### config.mk
export PLATFORM = sky130hd
export DESIGN_NAME = adc_mode_control
export DESIGN_NICKNAME = d
export VERILOG_FILES = /design/src/logic/conv_mode_pkg.sv /design/src/logic/adc_mode_control.sv
export SDC_FILE = /design/constraint.sdc
export NUM_CORES = 1
export LEC_CHECK = 0
export ABC_CLOCK_PERIOD_IN_PS = 2050
export BUFFER_PORTS_ARGS = -buffer_cell sky130_fd_sc_hd__buf_2
export CORE_UTILIZATION = 49
export DETAILED_ROUTE_END_ITERATION = 8
export HOLD_SLACK_MARGIN = 0.12
export PLACE_DENSITY = 0.82
export SYNTH_ARGS = -nofsm -noshare
export SYNTH_HDL_FRONTEND = slang
export SYNTH_SLANG_ARGS = --single-unit
### constraint.sdc
create_clock -name CLK -period 2.05 [get_ports CLK]
set_input_delay 0.1025 -clock CLK [delete_from_list [all_inputs] [get_ports CLK]]
set_output_delay 0.1025 -clock CLK [all_outputs]
set_load 0.1 [all_outputs]
### src/logic/conv_mode_pkg.sv
// Constants and types for the converter mode-control block
package conv_mode_pkg;
    // ------------------------------------------------------------
    // Register layout
    // ------------------------------------------------------------
    localparam logic [7:0] MODE_CTRL_RESET  = 8'h00;  // Power-on value
    localparam int         PRIMARY_EN_BIT   = 5;      // Primary enable position
    localparam int         AUX_EN_BIT       = 4;      // Auxiliary enable position
    localparam int         MODE_MSB         = 2;      // Mode field top bit
    localparam int         MODE_LSB         = 0;      // Mode field bottom bit
    localparam logic [7:0] MODE_CTRL_WMASK  = 8'h37;  // Writable bits
    // ------------------------------------------------------------
    // Timing
    // ------------------------------------------------------------
    localparam int         RESET_PULSE_CYC  = 1;      // Length of converter reset pulse

    // Mode codes of the shared field
    typedef enum logic [2:0] {
        MODE_POWER_DOWN = 3'h0,
        MODE_IDLE       = 3'h1,
        MODE_SINGLE     = 3'h2,
        MODE_CONTINUOUS = 3'h3,
        MODE_INT_ZERO   = 3'h4,
        MODE_INT_FULL   = 3'h5,
        MODE_SYS_ZERO   = 3'h6,
        MODE_SYS_FULL   = 3'h7
    } conv_mode_t;

    // Analog input routing selection per converter
    typedef enum logic [1:0] {
        ROUTE_CHANNEL   = 2'h0,
        ROUTE_SHORT     = 2'h1,
        ROUTE_REFERENCE = 2'h2
    } input_route_t;
endpackage

### src/logic/adc_mode_control.sv
// Mode sequencing for the primary and auxiliary sigma-delta converters
`timescale 1ns/1ps
`default_nettype none
module adc_mode_control
(
    // Clock and reset
    input  wire logic                    CLK,
    input  wire logic                    RESETN,
    // Register port of the mode-control register
    input  wire logic                    MODE_WR,        // One-cycle write strobe
    input  wire logic [7:0]              MODE_WDATA,
    output var  logic [7:0]              MODE_RDATA,
    // Writes of the per-converter control registers
    input  wire logic                    PRIMARY_CTRL_WR,
    input  wire logic                    AUX_CTRL_WR,
    input  wire logic                    PRIMARY_REF_SEL,  // 1: external reference
    input  wire logic                    AUX_REF_SEL,
    // Events from the filters, same clock
    input  wire logic                    PRIMARY_DONE,     // Output word ready
    input  wire logic                    AUX_DONE,
    // Converter controls
    output var  logic                    PRIMARY_POWER,
    output var  logic                    AUX_POWER,
    output var  logic                    PRIMARY_HOLD_RESET,
    output var  logic                    AUX_HOLD_RESET,
    output var  logic                    PRIMARY_CLK_EN,
    output var  logic                    AUX_CLK_EN,
    output var  logic                    PRIMARY_RESTART,  // One-cycle converter reset
    output var  logic                    AUX_RESTART,
    output var  conv_mode_pkg::input_route_t PRIMARY_ROUTE,
    output var  conv_mode_pkg::input_route_t AUX_ROUTE,
    output var  logic                    PRIMARY_REF_EXT,
    output var  logic                    AUX_REF_EXT,
    output var  logic                    CAL_ACTIVE,
    // Strobes to result and status registers
    output var  logic                    PRIMARY_DATA_UPDATE,
    output var  logic                    AUX_DATA_UPDATE,
    output var  logic                    PRIMARY_CAL_WRITE,
    output var  logic                    AUX_CAL_WRITE,
    output var  logic                    FLAG_WRITE,       // Write ready flags
    output var  logic                    READY_CLEAR       // Clear ready flags
);
    import conv_mode_pkg::*;

    // ------------------------------------------------------------
    // Register state
    // ------------------------------------------------------------
    logic       primary_conv_enable;       // Primary enable bit
    logic       aux_conv_enable;           // Auxiliary enable bit
    conv_mode_t conv_mode_field;           // Shared mode field
    logic       next_primary_conv_enable;
    logic       next_aux_conv_enable;
    conv_mode_t next_conv_mode_field;
    logic       pending_primary;           // Single-shot work left on primary
    logic       pending_aux;               // Single-shot work left on auxiliary
    logic       next_pending_primary;
    logic       next_pending_aux;

    // Registered outputs, next values
    logic         next_p_restart, next_a_restart;
    logic         next_p_update, next_a_update;
    logic         next_p_cal, next_a_cal;
    logic         next_flag_write, next_ready_clear;

    // Decoded view of the write data
    logic       wr_primary_en;             // Primary enable in written data
    logic       wr_aux_en;
    conv_mode_t wr_mode;
    logic       single_shot;               // Mode ends by itself
    logic       mode_is_cal;               // Calibration codes 100..111
    logic       finish;                    // Last pending converter done

    // ------------------------------------------------------------
    // Mode register and sequencing, next values
    // ------------------------------------------------------------
    // The mode write takes priority over a completion in the same cycle,
    // because the write restarts the converters and the old result is stale.
    always_comb begin
        wr_primary_en            = MODE_WDATA[PRIMARY_EN_BIT];
        wr_aux_en                = MODE_WDATA[AUX_EN_BIT];
        wr_mode                  = conv_mode_t'(MODE_WDATA[MODE_MSB:MODE_LSB]);
        next_primary_conv_enable = primary_conv_enable;
        next_aux_conv_enable     = aux_conv_enable;
        next_conv_mode_field     = conv_mode_field;
        next_pending_primary     = pending_primary;
        next_pending_aux         = pending_aux;
        next_p_restart           = 1'b0;
        next_a_restart           = 1'b0;
        next_p_update            = 1'b0;
        next_a_update            = 1'b0;
        next_p_cal               = 1'b0;
        next_a_cal               = 1'b0;
        next_flag_write          = 1'b0;
        next_ready_clear         = 1'b0;
        single_shot              = (conv_mode_field == MODE_SINGLE) || conv_mode_field[2];
        mode_is_cal              = conv_mode_field[2];
        finish                   = 1'b0;
        if (MODE_WR) begin
            // New contents; every mode write restarts both converters
            next_primary_conv_enable = wr_primary_en;
            next_aux_conv_enable     = wr_aux_en;
            next_conv_mode_field     = wr_mode;
            next_p_restart           = 1'b1;
            next_a_restart           = 1'b1;
            next_pending_primary     = wr_primary_en;
            next_pending_aux         = wr_aux_en;
            next_ready_clear         = wr_mode[2];
        end else begin
            // Primary side changes restart both; auxiliary only itself
            if (PRIMARY_CTRL_WR && primary_conv_enable) begin
                next_p_restart = 1'b1;
                next_a_restart = 1'b1;
            end else if (AUX_CTRL_WR && aux_conv_enable) begin
                next_a_restart = 1'b1;
            end
            // Conversion and calibration completions
            if (primary_conv_enable && PRIMARY_DONE) begin
                if (conv_mode_field == MODE_CONTINUOUS) begin
                    next_p_update = 1'b1;
                end else if (single_shot && pending_primary) begin
                    next_p_update        = (conv_mode_field == MODE_SINGLE);
                    next_p_cal           = mode_is_cal;
                    next_pending_primary = 1'b0;
                end
            end
            if (aux_conv_enable && AUX_DONE) begin
                if (conv_mode_field == MODE_CONTINUOUS) begin
                    next_a_update = 1'b1;
                end else if (single_shot && pending_aux) begin
                    next_a_update    = (conv_mode_field == MODE_SINGLE);
                    next_a_cal       = mode_is_cal;
                    next_pending_aux = 1'b0;
                end
            end
            next_flag_write = next_p_update || next_a_update || next_p_cal || next_a_cal;
            // Single shot over once no enabled converter is still busy
            finish = single_shot && (pending_primary || pending_aux)
                     && !next_pending_primary && !next_pending_aux;
            if (finish) begin
                next_conv_mode_field = MODE_POWER_DOWN;
            end
        end
    end

    // ------------------------------------------------------------
    // Mode register and strobes, storage
    // ------------------------------------------------------------
    always_ff @(posedge CLK or negedge RESETN) begin
        if (!RESETN) begin
            primary_conv_enable <= 1'b0;
            aux_conv_enable     <= 1'b0;
            conv_mode_field     <= MODE_POWER_DOWN;
            pending_primary     <= 1'b0;
            pending_aux         <= 1'b0;
            PRIMARY_RESTART     <= 1'b0;
            AUX_RESTART         <= 1'b0;
            PRIMARY_DATA_UPDATE <= 1'b0;
            AUX_DATA_UPDATE     <= 1'b0;
            PRIMARY_CAL_WRITE   <= 1'b0;
            AUX_CAL_WRITE       <= 1'b0;
            FLAG_WRITE          <= 1'b0;
            READY_CLEAR         <= 1'b0;
        end else begin
            primary_conv_enable <= next_primary_conv_enable;
            aux_conv_enable     <= next_aux_conv_enable;
            conv_mode_field     <= next_conv_mode_field;
            pending_primary     <= next_pending_primary;
            pending_aux         <= next_pending_aux;
            PRIMARY_RESTART     <= next_p_restart;
            AUX_RESTART         <= next_a_restart;
            PRIMARY_DATA_UPDATE <= next_p_update;
            AUX_DATA_UPDATE     <= next_a_update;
            PRIMARY_CAL_WRITE   <= next_p_cal;
            AUX_CAL_WRITE       <= next_a_cal;
            FLAG_WRITE          <= next_flag_write;
            READY_CLEAR         <= next_ready_clear;
        end
    end

    // ------------------------------------------------------------
    // Converter controls, next values
    // ------------------------------------------------------------
    // Decoded from next-state so the outputs stay flip-flops yet
    // follow the register with no extra cycle of lag.
    logic         next_p_power, next_a_power, next_p_hold, next_a_hold;
    input_route_t next_p_route, next_a_route;
    logic         next_p_ref, next_a_ref, next_cal_active;
    logic [7:0]   next_rdata;

    // Routing for one converter in a given mode
    function automatic input_route_t route_of(input conv_mode_t m);
        unique case (m)
            MODE_INT_ZERO: route_of = ROUTE_SHORT;
            MODE_INT_FULL: route_of = ROUTE_REFERENCE;
            default:       route_of = ROUTE_CHANNEL;
        endcase
    endfunction

    always_comb begin
        next_p_power    = next_primary_conv_enable
                          && (next_conv_mode_field != MODE_POWER_DOWN);
        next_a_power    = next_aux_conv_enable
                          && (next_conv_mode_field != MODE_POWER_DOWN);
        next_p_hold     = !next_p_power || (next_conv_mode_field == MODE_IDLE);
        next_a_hold     = !next_a_power || (next_conv_mode_field == MODE_IDLE);
        next_p_route    = next_p_power ? route_of(next_conv_mode_field) : ROUTE_CHANNEL;
        next_a_route    = next_a_power ? route_of(next_conv_mode_field) : ROUTE_CHANNEL;
        next_p_ref      = PRIMARY_REF_SEL;
        next_a_ref      = AUX_REF_SEL;
        next_cal_active = next_conv_mode_field[2] && (next_p_power || next_a_power);
        next_rdata      = MODE_CTRL_RESET;
        next_rdata[PRIMARY_EN_BIT]        = next_primary_conv_enable;
        next_rdata[AUX_EN_BIT]            = next_aux_conv_enable;
        next_rdata[MODE_MSB:MODE_LSB]     = next_conv_mode_field;
    end

    // ------------------------------------------------------------
    // Converter controls, storage
    // ------------------------------------------------------------
    always_ff @(posedge CLK or negedge RESETN) begin
        if (!RESETN) begin
            PRIMARY_POWER      <= 1'b0;
            AUX_POWER          <= 1'b0;
            PRIMARY_HOLD_RESET <= 1'b1;
            AUX_HOLD_RESET     <= 1'b1;
            PRIMARY_CLK_EN     <= 1'b0;
            AUX_CLK_EN         <= 1'b0;
            PRIMARY_ROUTE      <= ROUTE_CHANNEL;
            AUX_ROUTE          <= ROUTE_CHANNEL;
            PRIMARY_REF_EXT    <= 1'b0;
            AUX_REF_EXT        <= 1'b0;
            CAL_ACTIVE         <= 1'b0;
            MODE_RDATA         <= MODE_CTRL_RESET;
        end else begin
            PRIMARY_POWER      <= next_p_power;
            AUX_POWER          <= next_a_power;
            PRIMARY_HOLD_RESET <= next_p_hold;
            AUX_HOLD_RESET     <= next_a_hold;
            PRIMARY_CLK_EN     <= next_p_power;
            AUX_CLK_EN         <= next_a_power;
            PRIMARY_ROUTE      <= next_p_route;
            AUX_ROUTE          <= next_a_route;
            PRIMARY_REF_EXT    <= next_p_ref;
            AUX_REF_EXT        <= next_a_ref;
            CAL_ACTIVE         <= next_cal_active;
            MODE_RDATA         <= next_rdata;
        end
    end
endmodule
`default_nettype wire

==> metrics.txt <==
Slew @ Worst Pin 0.531 ns; Initial DRC Count 29; Yosys top cell by area dfrtp_1; hpwl dp 1.59 mm; Final Skew 0.00945 ns; Die W 49.1 um; leakage power 0.767 nW; ratio of cells with drive above 1 in the final layout 33.1%; FF-to-FF setup slack about 0.5 ns; Req. time, crit path between 2 and 2.5 ns; GRT Overall Usage 20.3%; GP Congestion 0.832; Ys Warns 0; top post-synthesis cells by count 24 x dfrtp_1, 14 x nor2_1, 13 x nand2_1, 7 x buf_4, 5 x inv_1; vias in the first global route around 870; Max IR drop VDD 777 uV; Min-Delay Path Class input pin to register; unrepaired setup endpoints after global routing no; Max-cap violations 0; final instance area 0.00143 mm^2; CTS tree built; largest net degree at the start of global routing 27; via count 899; CTS sink cnt 26; Nets 169; initial antenna violation count 0; slowest cell on the critical path dlygate4sd3_1; final wirelength 2.14 mm; total gr overflow 0; hold depth 3; outcome finished, final reports clean; fin cells 178; top_reg_cell synth dfrtp_1; Pre-Repair DR Iteration Count 5; DR WL/cell 12.0 um; row cnt 16; Post-synth EDFFs 0; die height ~49 um; hold endpoint pending_aux$_DFF_PN0_; Final Setup Violations 0; Post-Syn Area 0.00109 mm^2; Area after DPL around 0.0013 mm^2; Skew-Pair Late Insertion Delay 0.32 ns; DRC Markers 0; via/cell ratio 5.05; CP Capture Type register; post-synthesis cell count 101; total CTS buffers 3; max incr delay on CP between 0.5 and 0.6 ns; Worst R2R End pending_primary$_DFF_PN0_; Fillers between 150 and 200; final hold slack 0.154 ns; largest cells by area after synthesis dfrtp_1 55%, buf_4 4.8%, dfstp_2 4.8%, nor2_1 4.8%, nand2_1 4.5%; core area 0.00202 mm^2; Final period util 75.4%; r2r worst-path depth 5; first-pass GRT wire length 3.65 mm; Clock Tree Buf Depth 2; Cell Chain, Critical Path inv_1, a21oi_1, o21ai_0, nand2_1, dlygate4sd3_1; final total negative setup slack 0 ns; Clk pin slew, worst setup/hold paths ~0.13 ns; final hold vios 0; register area share after synthesis 60.1%; Root Buffer clkbuf_4; Top delay family on crit path buffers and inverters; Max FO, Critical Path 5; input/output buffers 39; syn avg cell area 10.8 um^2; area delta synth->final 31.8%; Synth top area share 55.3%; worst r2r src conv_mode_field[0]$_DFF_PN0_; Netlist cell types 28; dpl cells 160; total setup buffers inserted after CTS 0; Setup Crit Path Kind register to register; hold path start MODE_WR; Slew HR 64.6%; pwr dens 925 mW/mm^2; Yosys reg bits 26; Async SR Flop Fraction 100%; Final Util 70.8%; crit path DAT 1.77 ns; Ports 46; most common cell in the netlist dfrtp_1; Setup crit start conv_mode_field[0]$_DFF_PN0_; CP startpoint kind register; Final ANT Viol Nets 0; Peak Freq 0.647 GHz; Initial Util 53.7%; Antenna Cells 0; die area 0.00241 mm^2; max-slew violation count 0; min cycle time layout 1.55 ns; H-tree depth 1; worst path bufs/invs 2
## layout make-up
type / instances / area [um^2] / area share (%)
flip-flops and latches: 26 / 653 / 45.6
multi-input cells: 62 / 350 / 24.5
repair buffers: 53 / 335 / 23.4
clock buffers: 4 / 36.3 / 2.53
well taps: 27 / 33.8 / 2.36
inverters: 6 / 22.5 / 1.57
## registers in the layout, summed over array words and instances, names as in the netlist, 2 cells and up
signal	flops
MODE_RDATA	3
AUX_ROUTE	2
conv_mode_field	2
PRIMARY_ROUTE	2
## kinds of logic after synthesis
kind of cell | after synthesis | synth area share, %
buf+inv | 15 | 8.29
simple gates | 40 | 17.0
flops | 26 | 60.1
other cells | 1 | 0.345
mux | 2 | 1.84
compound gates | 17 | 12.3
## cells in the final DEF, fill, tap and decap left out
cell type | Yosys | final
dfstp_2 | 2 | 2
a22oi_4 | 1 | 1
a22o_2 | 1 | 1
buf_2 | 0 | 39
a21oi_1 | 3 | 3
nand2_1 | 13 | 13
a21o_1 | 2 | 2
inv_1 | 5 | 5
a31oi_1 | 2 | 2
nand3_1 | 1 | 1
conb_1 | 1 | 3
nand2b_1 | 2 | 2
nor2_1 | 14 | 14
nor2b_1 | 4 | 4
clkbuf_8 | 0 | 1
dfrtp_1 | 24 | 24
o31a_1 | 1 | 1
o21ai_0 | 3 | 3
clkbuf_4 | 0 | 3
dlygate4sd3_1 | 0 | 14
a21boi_0 | 1 | 1
nor3_1 | 4 | 4
nand2b_4 | 1 | 1
a21bo_1 | 1 | 1
a221o_2 | 1 | 1
or4_1 | 1 | 1
mux2i_1 | 2 | 2
a22oi_1 | 1 | 1
inv_2 | 1 | 1
## how the worst max path moves through the flow
| stage | to | slack, ns | cells past startpoint |
|---|---|---|---|
| after global routing | pending_primary$_DFF_PN0_ | 0.42 | 5 |
| after global placement | AUX_ROUTE[1]$_DFF_PN0_ | 0.61 | 4 |
| after detailed placement | AUX_ROUTE[0]$_DFF_PN0_ | 0.59 | 4 |
| after CTS | pending_primary$_DFF_PN0_ | 0.52 | 5 |
| after floorplan | PRIMARY_ROUTE[0]$_DFF_PN0_ | 0.15 | 5 |
| final | pending_primary$_DFF_PN0_ | 0.50 | 5 |
## metrics by stage
stage	power, W	setup WS (ns)
after detailed placement	0.00106	0.592
after floorplan	0.000995	0.154
after CTS	0.00133	0.523
after global routing	0.00138	0.420
after global placement	0.00106	0.605
final	0.00132	0.504
## power by group
part           leakage [nW]  switching (W)  internal, W
clock network        0.0210       0.000142     0.000109
logic                 0.420       0.000402    0.0000928
registers             0.326      0.0000265     0.000553
## routing by layer
layer / vias up / part of all wire [%] / GRT usage (%)
li1: 420 / - / -
met1: 421 / 39 / 22.7
met2: 49 / 50 / 35.2
met3: 9 / 6.8 / 3.74
met4: 0 / 4.1 / 12.7
met5: - / 0 / 0
## timing repair
| action | CTS | global route |
|---|---|---|
| gates resized for setup | 0 | 0 |
| hold endpoints to repair | 45 | 0 |
| hold buffers | 14 | 0 |
## worst min-delay path, delay by kind of cell
family	cells	cell delay, ns
buffers and inverters	1	0.21
AND/OR/NAND/NOR	2	0.14
No activity file was read; power rests on OpenSTA's default activity.
